**src/rtl/cbm_pkg.sv**
```systemverilog
// constants and types for the bus master handshake block
//
// Functional notes
// RL1: request bus while activity is pending
// RL2: start cycles only without hold or acknowledge
// RL3: acknowledge hold once bus can be released
// RL4: float address, data, status when not owner (here only address and data float; the status pins have no enable)
// RL5: secondary master drops hold when finished
// RL6: arbiter grants exactly one master
// RL7: arbiter serves requests one at a time
// RL8: arbiter samples request or hold outputs
// RL9: arbiter grants only after all acknowledged
// RL10: owner keeps bus until another requests
// RL11: cycle is strobe clock plus ready clock
// RL12: strobe with valid address in first clock
// RL13: sample ready in second clock, not first
// RL14: system readies only with valid data
// RL15: last transfer low in second bus state
// RL16: parity check output one clock after read
// RL17: system holds ready off for wait states
// RL18: burst ready off whenever ready is off
// RL19: both readies means non-burst termination
// RL20: reset leaves bus idle, no acknowledge
package cbm_pkg;
	// ----------------------------------------
	// bus sequencer states
	// ----------------------------------------
	typedef enum logic [1:0] {
		CBM_IDLE,
		CBM_T1,
		CBM_T2,
		CBM_HELD
	} cbm_state_t;

	// ----------------------------------------
	// widths and values after reset
	// ----------------------------------------
	localparam int CBM_ADDR_W = 32;
	localparam int CBM_DATA_W = 32;
	localparam int CBM_SYNC_STAGES = 2;
	localparam logic CBM_RST_STROBE_N = 1'h1;
	localparam logic CBM_RST_LAST_N = 1'h1;
	localparam logic CBM_RST_PARITY_CHECK_OUT_N = 1'h1;
	localparam logic CBM_RST_YIELD = 1'h0;
	localparam logic CBM_RST_BUS_REQUEST_OUT = 1'h0;
endpackage : cbm_pkg

```
**src/rtl/cbm_sync_if.sv**
```systemverilog
// raw pin inputs and their synchronised copies
`timescale 1ns/1ps
interface cbm_sync_if #(
	parameter int W = 1
);
	logic [W-1:0] raw;
	logic [W-1:0] sync;
	modport src (output raw, input sync);
	modport dst (input raw, output sync);
endinterface : cbm_sync_if

```
**src/rtl/cbm_bus_master.sv**
```systemverilog
// processor bus master: hold handshake and single non-burst cycle
`timescale 1ns/1ps
module cbm_bus_master #(
	parameter int AW = cbm_pkg::CBM_ADDR_W,
	parameter int DW = cbm_pkg::CBM_DATA_W
) (
	input wire logic i_clk,
	input wire logic i_rst,
	// internal requester side
	input wire logic i_req,
	input wire logic i_req_write,
	input wire logic [AW-1:0] i_req_addr,
	input wire logic [DW-1:0] i_req_wdata,
	output logic o_req_done,
	output logic [DW-1:0] o_rdata,
	// arbitration pins
	input wire logic i_hold,
	output logic o_bus_request_out,
	output logic o_yield_acknowledge,
	// cycle pins
	output logic o_address_strobe_n,
	output logic o_last_transfer_n,
	output logic o_parity_check_out_n,
	input wire logic i_ready_n,
	input wire logic i_burst_ready_n,
	output logic [AW-1:0] o_addr,
	output logic o_write,
	output logic o_addr_oe,
	output logic [DW-1:0] o_data_out,
	output logic o_data_oe,
	input wire logic [DW-1:0] i_data_in,
	input wire logic [DW/8-1:0] i_data_par
);
	localparam int PW = DW / 8;
	localparam int SW = 3 + DW + PW;

	// ----------------------------------------
	// parity helper
	// ----------------------------------------
	// high per lane when data plus parity bit is odd
	function automatic logic [PW-1:0] par_err(input logic [DW-1:0] d, input logic [PW-1:0] p);
		logic [PW-1:0] e;
		e = '0;
		for (int i = 0; i < PW; i++) begin
			e[i] = ^{d[i*8 +: 8], p[i]};
		end
		return e;
	endfunction : par_err

	// ----------------------------------------
	// pin input synchronisers
	// ----------------------------------------
	cbm_sync_if #(.W(SW)) pin_s ();
	// ready lanes go in inverted, so the cleared synchroniser reads as not ready
	assign pin_s.raw = {i_hold, !i_ready_n, !i_burst_ready_n, i_data_par, i_data_in};

	cbm_sync #(.W(SW)) u_sync (
		.i_clk(i_clk),
		.i_rst(i_rst),
		.s(pin_s)
	);

	logic hold_s;
	logic rdy_s;
	logic burst_ready_s;
	logic rdy_n_s;
	logic burst_ready_n_s;
	logic [PW-1:0] par_s;
	logic [DW-1:0] data_s;
	assign {hold_s, rdy_s, burst_ready_s, par_s, data_s} = pin_s.sync;
	// back to active-low view of the synchronised ready pins
	assign rdy_n_s = !rdy_s;
	assign burst_ready_n_s = !burst_ready_s;

	// ----------------------------------------
	// sequencer state and registered pins
	// ----------------------------------------
	cbm_pkg::cbm_state_t state_q, state_d;
	logic ads_n_q, ads_n_d;
	logic last_n_q, last_n_d;
	logic parity_check_out_n_q, parity_check_out_n_d;
	logic yield_q, yield_d;
	logic bus_request_out_q, bus_request_out_d;
	logic done_q, done_d;
	logic wr_q, wr_d;
	logic aoe_q, aoe_d;
	logic doe_q, doe_d;
	logic [AW-1:0] addr_q, addr_d;
	logic [DW-1:0] wdata_q, wdata_d;
	logic [DW-1:0] rdata_q, rdata_d;
	logic term;
	logic start;

	// either ready ends the cycle; with both, it is a non-burst end
	assign term = !rdy_n_s || !burst_ready_n_s; // RL19
	// may take the bus only with hold and acknowledge both low
	assign start = i_req && !done_q && !hold_s && !yield_q; // RL2

	// next state and next pin values
	always_comb begin
		state_d = state_q;
		wr_d = wr_q;
		addr_d = addr_q;
		wdata_d = wdata_q;
		rdata_d = rdata_q;
		done_d = 1'b0;
		parity_check_out_n_d = 1'b1;
		unique case (state_q)
			cbm_pkg::CBM_IDLE: begin
				if (hold_s) begin
					state_d = cbm_pkg::CBM_HELD; // RL3
				end else if (start) begin
					state_d = cbm_pkg::CBM_T1; // RL12
					wr_d = i_req_write;
					addr_d = i_req_addr;
					wdata_d = i_req_wdata;
				end
			end
			cbm_pkg::CBM_T1: begin
				state_d = cbm_pkg::CBM_T2; // RL13
			end
			cbm_pkg::CBM_T2: begin
				// wait states repeat the second state
				if (term) begin
					state_d = hold_s ? cbm_pkg::CBM_HELD : cbm_pkg::CBM_IDLE; // RL11
					done_d = 1'b1;
					if (!wr_q) begin
						rdata_d = data_s;
						parity_check_out_n_d = !(|par_err(data_s, par_s)); // RL16
					end
				end
			end
			cbm_pkg::CBM_HELD: begin
				if (!hold_s) begin
					state_d = cbm_pkg::CBM_IDLE;
				end
			end
		endcase
		ads_n_d = !(state_d == cbm_pkg::CBM_T1); // RL12
		last_n_d = !(state_d == cbm_pkg::CBM_T2); // RL15
		yield_d = (state_d == cbm_pkg::CBM_HELD); // RL3
		aoe_d = (state_d != cbm_pkg::CBM_HELD); // RL4
		doe_d = wr_d && (state_d == cbm_pkg::CBM_T1 || state_d == cbm_pkg::CBM_T2); // RL4
		// a request already answered is not pending any more
		bus_request_out_d = (i_req && !done_d && !done_q) || state_d == cbm_pkg::CBM_T1 ||
			state_d == cbm_pkg::CBM_T2; // RL1
	end

	// register everything; reset leaves the bus idle
	always_ff @(posedge i_clk or posedge i_rst) begin
		if (i_rst) begin
			state_q <= cbm_pkg::CBM_IDLE; // RL20
			ads_n_q <= cbm_pkg::CBM_RST_STROBE_N; // RL20
			last_n_q <= cbm_pkg::CBM_RST_LAST_N;
			parity_check_out_n_q <= cbm_pkg::CBM_RST_PARITY_CHECK_OUT_N;
			yield_q <= cbm_pkg::CBM_RST_YIELD; // RL20
			bus_request_out_q <= cbm_pkg::CBM_RST_BUS_REQUEST_OUT;
			done_q <= 1'b0;
			wr_q <= 1'b0;
			aoe_q <= 1'b1;
			doe_q <= 1'b0;
			addr_q <= '0;
			wdata_q <= '0;
			rdata_q <= '0;
		end else begin
			state_q <= state_d;
			ads_n_q <= ads_n_d;
			last_n_q <= last_n_d;
			parity_check_out_n_q <= parity_check_out_n_d;
			yield_q <= yield_d;
			bus_request_out_q <= bus_request_out_d;
			done_q <= done_d;
			wr_q <= wr_d;
			aoe_q <= aoe_d;
			doe_q <= doe_d;
			addr_q <= addr_d;
			wdata_q <= wdata_d;
			rdata_q <= rdata_d;
		end
	end

	// outputs straight from flip-flops
	assign o_req_done = done_q;
	assign o_rdata = rdata_q;
	assign o_bus_request_out = bus_request_out_q;
	assign o_yield_acknowledge = yield_q;
	assign o_address_strobe_n = ads_n_q;
	assign o_last_transfer_n = last_n_q;
	assign o_parity_check_out_n = parity_check_out_n_q;
	assign o_addr = addr_q;
	assign o_write = wr_q;
	assign o_addr_oe = aoe_q;
	assign o_data_out = wdata_q;
	assign o_data_oe = doe_q;
endmodule : cbm_bus_master

```
**src/rtl/cbm_sync.sv**
```systemverilog
// two flip-flop synchroniser for pin inputs
`timescale 1ns/1ps
module cbm_sync #(
	parameter int W = 1
) (
	input wire logic i_clk,
	input wire logic i_rst,
	cbm_sync_if.dst s
);
	logic [W-1:0] meta_q;
	logic [W-1:0] sync_q;

	// first stage feeds only the second
	always_ff @(posedge i_clk or posedge i_rst) begin
		if (i_rst) begin
			meta_q <= '0;
			sync_q <= '0;
		end else begin
			meta_q <= s.raw;
			sync_q <= meta_q;
		end
	end

	assign s.sync = sync_q;
endmodule : cbm_sync

```
**config.mk**
```make
export PLATFORM = sky130hd
export DESIGN_NAME = cbm_bus_master
export DESIGN_NICKNAME = d
export VERILOG_FILES = /design/src/rtl/cbm_pkg.sv /design/src/rtl/cbm_sync_if.sv /design/src/rtl/cbm_bus_master.sv /design/src/rtl/cbm_sync.sv
export SDC_FILE = /design/constraint.sdc
export NUM_CORES = 1
export LEC_CHECK = 0
export BUFFER_PORTS_ARGS = -buffer_cell sky130_fd_sc_hd__clkbuf_2
export CAP_MARGIN = 20
export CORE_MARGIN = 2
export CORE_UTILIZATION = 50
export CTS_BUF_LIST = sky130_fd_sc_hd__clkbuf_8
export DETAILED_ROUTE_END_ITERATION = 12
export GPL_TIMING_DRIVEN = 1
export HOLD_SLACK_MARGIN = 0.15
export PLACE_DENSITY = 0.79
export SLEW_MARGIN = 5
export SYNTH_ARGS = -nofsm -noshare
export SYNTH_HDL_FRONTEND = slang
export SYNTH_SLANG_ARGS = --single-unit
```
**constraint.sdc**
```tcl
create_clock -name i_clk -period 10.32 [get_ports i_clk]
set_input_delay 1.032 -clock i_clk [delete_from_list [all_inputs] [get_ports i_clk]]
set_output_delay 1.032 -clock i_clk [all_outputs]
set_load 0.03 [all_outputs]
```
==> results of run 1 <==
-- power breakdown --
part | total, uW | leakage, uW | internal, uW | switching, uW
clock | 533 | 0.000226 | 287 | 247
combinational | 785 | 0.00170 | 295 | 491
sequential | 1010 | 0.00218 | 905 | 102
-- cell usage after synthesis --
cell type / number
dfrtp_1: 181
mux2_2: 59
mux2_4: 38
xnor2_1: 20
inv_1: 8
buf_2: 6
dfstp_2: 4
xnor3_1: 4
xor2_1: 4
buf_12: 3
ha_1: 3
buf_6: 2
nor2_1: 2
nor2b_1: 2
a21o_1: 1
a21oi_1: 1
clkbuf_1: 1
mux2i_1: 1
nand2_1: 1
nand2b_1: 1
nor3b_1: 1
o311ai_0: 1
o41ai_1: 1
or3_1: 1
or4_1: 1
-- cells in the final DEF (no fill, tap or decap), types with 7 or more instances in the layout --
cell | Yosys | layout
clkbuf_2 | 0 | 211
clkbuf_8 | 0 | 20
dfrtp_1 | 181 | 181
inv_1 | 8 | 7
mux2_2 | 59 | 59
mux2_4 | 38 | 38
xnor2_1 | 20 | 20
-- critical path: stages, from the launching register on --
cell and delay, ns:
dfrtp_1 0.41, or4_1 0.52, or3_4 0.70, a21oi_1 0.40
ha_1 0.19, inv_1 0.05, o311ai_0 0.10
-- area by class of cell --
cell class | count | share of cell area, %
sequential | 185 | 57.28
multi-input combinational | 142 | 20.72
timing repair buffer | 212 | 13.15
clock buffer | 20 | 3.402
tap | 172 | 2.660
clock inverter | 12 | 2.320
inverter | 8 | 0.4640
-- stage by stage --
step | hold slack [ns] | area, um2
2_1_floorplan | 0.3312 | 6445
3_3_place_gp | 0.3322 | 7627
3_5_place_dp | 0.3355 | 7627
4_1_cts | 0.3547 | 8090
5_1_grt | 0.3621 | 8090
6_report | 0.3506 | 8090
-- metal layers --
| metal | wire length (um) | vias up |
|---|---|---|
| met1 | 4918 | 1750 |
| met2 | 5622 | 145 |
| met4 | 243 | 0 |
| met5 | 0 | - |
| li1 | - | 1597 |
| met3 | 802 | 22 |
-- sequential cells by signal, indices dropped and copies added (netlist names), 2 cells and up --
signal         count
o_data_out        32
u_sync.s.sync     39
state_q            2
o_rdata           32
o_addr            32
u_sync.meta_q     39
-- how the worst max path moves through the flow --
stage	to	slack (ns)	cells after the start	startpoint
after floorplan	o_addr[0]	4.27	1	i_rst
after global placement	o_bus_request_out	7.52	7	i_req
after detailed placement	o_bus_request_out	7.37	7	i_req
after CTS	o_bus_request_out	7.78	6	state_q[0]
after global routing	o_bus_request_out	7.62	6	state_q[0]
final	o_bus_request_out	7.78	6	state_q[0]
-- cells by family after synthesis --
family	Yosys count
simple gates	9
flops	185
mux	98
compound gates	4
fa+ha+maj	3
xor+xnor	28
buf+inv	20
==> metrics.txt, run 1 <==
Compound-Gate Fraction of Synth Area=0.4659%; setup TNS=0 ns; CTS tree=yes; mux contribution to synthesized area=19.32%; critical path data required time=10.63 ns; CP max FO=67; number of synthesized register bits=185; synthesized area=0.006445 mm2; met2 GRT Util=28.69%; FF+latch area=0.004634 mm2; max-cap viol count=0; Via density=4.679; Place WS=7.366 ns; R2R Path Start=state_q[0]; CTS clock-pin slew for the worst setup and hold paths=0.09 ns; share of post-route cells with drive strength above 1=60.10%; ANT nets after route=0; n_diodes=0; IO Pins=212; Post-DP HPWL=8.302 mm; Synth area leaders=dfrtp_1, mux2_2, mux2_4; initial antenna violation count=0; num rows=41; RSZ-0062 raised after global routing=false; Max Freq=394.0 MHz; largest net degree at the start of global routing=108; Adder-Cell Fraction of Synth Area=0.5824%; Synth warnings=0; die width=117.5 um; Total Wirelength=11.59 mm; CTS Buf Count=17; Worst Hold Launch=u_sync.meta_q[23]; Power Total=2326 uW; CORE AREA=0.01262 mm2; die area=0.01381 mm2; post-synth top area cell=dfrtp_1; Endpoint, Worst Hold=u_sync.s.sync[23]; Tightest Pin Transition=1.083 ns; Rel. slew slack=27.82%; Clock Sinks=185; GRT Max-Usage Layer=met2; cell chosen for the clock root=clkbuf_8; Remaining Overflow, GRT=0; maximum root-to-sink buffer count=2; Starting DRT DRC Count=168; Post-Syn Instances=347; Clock Skew=0.008324 ns; status=finished clean; GR Util met1=22.73%; FF-to-FF setup slack=7.78 ns; worst hold stages=0; post-synthesis simple-gate area fraction=0.7960%; Final Non-Filler Cells=751; multi-input logic area=0.001677 mm2; fin crit share=24.59%; met3 global-route usage=5.523%; drt pass-1 iters=4; post-CTS setup buffers=0; CP startpoint kind=register; Crit. End Element=register; DRC=0; Critical Path AT=2.85 ns; Syn Nets=457; die span in y=117.5 um; worst skew pair latency=0.44 ns; number of global-route vias before repair=3801; min Tclk post-route=2.538 ns; Worst Hold Class=reg -> reg; area grow syn2layout=25.53%; setup violators final=0; Slew Viols, Final=0; CTS H-Tree Depth=4; VDD IR-drop max=0.1754 mV; largest family of logic cells by synthesized area=multiplexers; synthesized area per cell=18.57 um2; first-pass GRT wire length=19.19 mm; via count=3514; post-CTS sizing=0; dpl cells=719; Port Buf Inserts=211; reg2reg end=o_bus_request_out; Leak Pwr=0.004106 uW; number of fill cells=927; GPL Wtd Cong=0.7833; Setup CP Type=reg -> reg; Setup WS post-layout=7.782 ns; Netlist cell types=25; worst reg-to-reg path cell count=6; final hold vios=0; Synth Area in XOR/XNOR=4.659%; cts hold-fix bufs=0; Synth top area share=70.28%; Seq/Total Area, Yosys=71.91%; GRT Total Usage=17.82%; Avg WL per Cell=15.43 um; initial core utilization=51.07%; PD cells=287.5 mW/mm2; nets=676; Layout Utilization=64.11%
No activity file was read; power rests on OpenSTA's default activity.
==> run 2: changes to the inputs <==
==> constraint.sdc (replaced) <==
create_clock -name i_clk -period 2.6 [get_ports i_clk]
set_input_delay 0.26 -clock i_clk [delete_from_list [all_inputs] [get_ports i_clk]]
set_output_delay 0.26 -clock i_clk [all_outputs]
set_load 0.03 [all_outputs]
==> metrics.txt, run 2 (synthesis results as in run 1) <==
largest net degree at the start of global routing=93 (-14%); Via density=4.645 (-0.72%); Crit. End Element=register; die span in y=117.5 um (unchanged); GRT Max-Usage Layer=met2; maximum root-to-sink buffer count=2 (unchanged); GRT Total Usage=21.15% (+3.3 points); fin crit share=81.90% (+57 points); Worst Hold Class=reg -> reg; Total Wirelength=13.72 mm (+18%); number of global-route vias before repair=4484 (+18%); GR Util met1=26.21% (+3.5 points); CTS Buf Count=17 (unchanged); die area=0.01381 mm2 (unchanged); Setup CP Type=reg -> reg; Post-DP HPWL=8.389 mm (+1.0%); GPL Wtd Cong=0.7288 (-7.0%); Place WS=0.4778 ns (-6.888 ns); nets=785 (+16%); met3 global-route usage=6.734% (+1.2 points); most frequent cells in the layout=clkbuf_2, dfrtp_1, dlygate4sd3_1, mux2_2, mux2_4; drt pass-1 iters=6 (+2); n_diodes=0 (unchanged); commonest non-fill, non-tap cell in the layout=clkbuf_2; area grow syn2layout=41.82%; Critical Path AT=2.47 ns (-0.38 ns); via count=3995 (+14%); RSZ-0062 raised after global routing=false; setup violators final=0 (unchanged); Clock Skew=0.01239 ns (+0.004071 ns); initial antenna violation count=0 (unchanged); Leak Pwr=0.004545 uW (+11%); Avg WL per Cell=15.95 um (+3.4%); CTS clock-pin slew for the worst setup and hold paths=0.09 ns (about the same); CTS tree=yes; Remaining Overflow, GRT=0 (unchanged); Setup WS post-layout=0.4706 ns (-7.311 ns); Max Freq=469.6 MHz (+19%); worst reg-to-reg path cell count=5 (-1); post-CTS sizing=0 (unchanged); VDD IR-drop max=0.6623 mV (+280%); Starting DRT DRC Count=179 (+6.5%); worst skew pair latency=0.44 ns (about the same); max-cap viol count=0 (unchanged); worst hold stages=0 (unchanged); dpl cells=722 (+0.42%); status=finished clean; CP max FO=65 (-3.0%); CP startpoint kind=register; initial core utilization=51.07% (unchanged); Final Non-Filler Cells=860 (+15%); PD cells=1005 mW/mm2 (+250%); met2 GRT Util=35.42% (+6.7 points); DRC=0 (unchanged); Slew Viols, Final=0 (unchanged); num rows=41 (unchanged); Port Buf Inserts=211 (unchanged); critical path data required time=2.94 ns (-7.69 ns); CORE AREA=0.01262 mm2 (unchanged); IO Pins=212 (unchanged); CTS H-Tree Depth=4 (unchanged); Rel. slew slack=63.53% (+36 points); first-pass GRT wire length=22.62 mm (+18%); die width=117.5 um (unchanged); share of post-route cells with drive strength above 1=50.87% (-9.2 points); min Tclk post-route=2.129 ns (-0.4087 ns); cell chosen for the clock root=clkbuf_8; final hold vios=0 (unchanged); ANT nets after route=0 (unchanged); Clock Sinks=185 (unchanged); Tightest Pin Transition=0.5458 ns (-0.5369 ns)
-- run 2: power by group --
group	internal (uW)	switching, uW	total, uW
Clock	886	977	1860
Combinational	1280	2020	3300
Sequential	3590	434	4030
-- run 2: metrics by stage --
| step | TNS [ns] | total power [uW] | instance area [um2] | utilization (%) | hold WS (ns) |
|---|---|---|---|---|---|
| finish | 0 | 9187 | 9140 | 72.43 | 0.3419 |
| floorplan | -6.382 | 6201 | 6449 | - | 0.2914 |
| global route | 0 | 9629 | 9140 | 72.43 | 0.3574 |
| global placement | 0 | 7112 | 7684 | 60.89 | 0.3138 |
| detailed placement | 0 | 7207 | 7684 | 60.89 | 0.3294 |
| CTS | 0 | 9219 | 9140 | 72.43 | 0.3470 |
-- run 2: path summary, 6_finish.rpt --
kind | from | end | slack, ns
min in group asynchronous | i_rst | o_data_out[2] | 0.40
max in group asynchronous | i_rst | o_parity_check_out_n | 1.34
min | u_sync.meta_q[28] | u_sync.s.sync[28] | 0.34
min reg2reg | u_sync.meta_q[28] | u_sync.s.sync[28] | 0.34
max reg2reg | state_q[0] | o_data_oe | 0.47
max | state_q[0] | o_data_oe | 0.47
-- run 2: worst max-delay path: stages, from the launching register on --
cell     delay (ns)
dfrtp_1        0.41
or4_1          0.54
or3_4          0.37
buf_12         0.23
mux2_2         0.33
nor2b_1        0.13
-- run 2: cell type report --
cell class | instances | area, um2
clock buffer | 18 | 247.7
clock inverter | 14 | 147.6
fill | 798 | 3480
inverter | 8 | 33.78
multi-input combinational | 142 | 1677
sequential | 185 | 4634
tap | 172 | 215.2
timing repair buffer | 321 | 2185
-- run 2: routing by layer --
metal,routed length (um),share of wire [%]
met5,0,0
met4,223,1.6
met3,827,6.0
met2,6989,51
met1,5677,41
-- run 2: what timing repair did --
item | CTS | global route
hold buffers | 106 | 0
endpoints found under the hold margin | 127 | 0
buffers inserted | 0 | 0
==> run 3: changes to the inputs <==
==> constraint.sdc (replaced) <==
create_clock -name i_clk -period 2 [get_ports i_clk]
set_input_delay 0.2 -clock i_clk [delete_from_list [all_inputs] [get_ports i_clk]]
set_output_delay 0.2 -clock i_clk [all_outputs]
set_load 0.03 [all_outputs]
==> metrics.txt, run 3 (synthesis results as in run 1) <==
status=complete, but fails checks; failing checks=setup timing; Tightest Pin Transition=0.6240 ns (+0.07820 ns); worst reg-to-reg path cell count=4 (-1); end point of the critical path=o_addr[6]; via count=4111 (+2.9%); CP startpoint kind=register; Final Non-Filler Cells=868 (+0.93%); die area=0.01381 mm2 (unchanged); Layout Utilization=73.69% (+1.3 points); PD cells=1321 mW/mm2 (+31%); CP cell instances=or4_4, or3_4, buf_16, mux2_4; area grow syn2layout=44.28%; min Tclk post-route=2.065 ns (-0.06409 ns); combinational power share=35.4% (-0.5 points); Leak Pwr=0.004617 uW (+1.6%); Starting DRT DRC Count=183 (+2.2%); initial core utilization=51.07% (unchanged); first-pass GRT wire length=23.45 mm (+3.7%); CP top delay family=simple AND/OR/NAND/NOR gates; Slew Viols, Final=0 (unchanged); FF-to-FF setup slack=-0.07 ns (-0.54 ns); Clk pwr share=22.0% (+1.7 points); CTS H-Tree Depth=4 (unchanged); VDD IR-drop max=1.004 mV (+52%); Clock Skew=0.01410 ns (+0.001707 ns); cell area after placement=0.007714 mm2 (+0.39%); R2R Path Start=state_q[0]; dpl cells=726 (+0.55%); die span in y=117.5 um (unchanged); Avg WL per Cell=16.91 um (+6.0%); ANT nets after route=0 (unchanged); hold slack=0.3491 ns (+0.007185 ns); crit path buf inv count=1 (unchanged); GPL Wtd Cong=0.7126 (-2.2%); Crit. Startpoint=state_q[0]; RSZ-0062 raised after global routing=true; largest net degree at the start of global routing=84 (-9.7%); max-cap viol count=0 (unchanged); num rows=41 (unchanged); Post-DP HPWL=8.276 mm (-1.3%); cell internal pwr=7703 uW (+34%); Worst Hold Class=reg -> reg; Sw Ratio=37.27% (about the same); number of fill cells=789 (-1.1%); die width=117.5 um (unchanged); nets=791 (+0.76%); Critical Path Max Stage Delay=0.54 ns (about the same); Critical Path AT=2.39 ns (-0.08 ns); initial antenna violation count=2 (+2); Remaining Overflow, GRT=0 (unchanged); Total Wirelength=14.68 mm (+7.0%); final hold vios=0 (unchanged); worst skew pair latency=0.45 ns (about the same); Port Buf Inserts=211 (unchanged); number of global-route vias before repair=4572 (+2.0%); reg2reg end=o_addr[6]; Max Freq=484.2 MHz (+3.1%); DRC=0 (unchanged); commonest non-fill, non-tap cell in the layout=clkbuf_2; IO Pins=212 (unchanged); Setup CP Type=reg -> reg; fin crit share=103.3% (+21 points); CTS Buf Count=17 (unchanged); Place WS=0.004572 ns (-0.4732 ns); CORE AREA=0.01262 mm2 (unchanged); Clock Sinks=185 (unchanged); CTS clock-pin slew for the worst setup and hold paths=0.09 ns (about the same); GRT Total Usage=22.00% (+0.85 points); Psw=4578 uW (+34%); slowest CP cell=or4_4; share of post-route cells with drive strength above 1=52.31% (+1.4 points); most frequent cells in the layout=clkbuf_2, dfrtp_1, dlygate4sd3_1, mux2_2, mux2_4; Reg power frac=42.7% (-1.1 points); critical path data required time=2.33 ns (-0.61 ns); critical path depth=4 (-1); cell area after layout=0.009299 mm2 (+1.7%); drt pass-1 iters=4 (-2); Crit. End Element=register; cell chosen for the clock root=clkbuf_8; CP max FO=26 (-60%); maximum root-to-sink buffer count=2 (unchanged); setup violators final=65 (+65); Rel. slew slack=58.40% (-5.1 points); Setup WS post-layout=-0.06530 ns (-0.5359 ns); Via density=4.736 (+2.0%); CTS tree=yes
-- run 3: cell count changes in the layout (fill, tap and decap cells not counted), sizes merged --
cell,delta
buf,+5
clkinvlp,-3
clkbuf,+2
diode,+2
bufinv,+1
inv,+1
-- run 3: stage by stage --
step                      power, uW  setup TNS (ns)
after global placement         9258               0
after CTS                     12270               0
final                         12280          -2.311
after floorplan                8061         -105.30
after global routing          12820          -5.397
after detailed placement       9379               0
-- run 3: area by class of cell --
class	instances	area, um2	area share [%]
Antenna cell	2	5.005	0.05382
Clock buffer	19	261.5	2.812
Clock inverter	13	185.2	1.991
Inverter	8	33.78	0.3633
Multi-Input combinational cell	142	1709	18.38
Sequential cell	185	4634	49.84
Tap cell	172	215.2	2.314
Timing Repair Buffer	327	2255	24.25
-- run 3: how the worst min path moves through the flow --
| stage | slack, ns | cells past startpoint | endpoint | from |
|---|---|---|---|---|
| 2_1_floorplan | 0.23 | 0 | u_sync.meta_q[0] | i_data_in[0] |
| 3_3_place_gp | 0.31 | 1 | u_sync.meta_q[6] | i_data_in[6] |
| 3_5_place_dp | 0.31 | 1 | u_sync.meta_q[18] | i_data_in[18] |
| 4_1_cts | 0.35 | 2 | u_sync.meta_q[14] | i_data_in[14] |
| 5_1_grt | 0.35 | 0 | u_sync.s.sync[25] | u_sync.meta_q[25] |
| 6_report | 0.35 | 0 | u_sync.s.sync[25] | u_sync.meta_q[25] |
-- run 3: power groups by stage --
stage	Sequential (uW)	Combinational [uW]	Clock, uW
2_1_floorplan	6890	1180	0
3_3_place_gp	5210	4050	0
3_5_place_dp	5240	4140	0
4_1_cts	5200	4290	2780
5_1_grt	5340	4540	2940
6_report	5240	4340	2700
-- run 3: timing repair --
action / CTS / global route
hold buffers: 106 / 0
endpoints found under the hold margin: 287 / 0
setup endpoints to repair: 0 / 58
resized for setup: 0 / 9
buffers inserted: 0 / 1
-- run 3: worst reg2reg max path: stages (launching register included) --
cell     delay (ns)
dfrtp_1        0.39
or4_4          0.54
or3_4          0.46
buf_16         0.21
mux2_4         0.35
-- run 3: metal layers --
layer  vias up  share of wire, %  global-route usage (%)
met4         0               2.3                   9.413
li1       1833                 -                       -
met5         -                 0                       0
met3        26               6.5                   6.541
met2       174                51                   36.51
met1      2078                40                   27.00
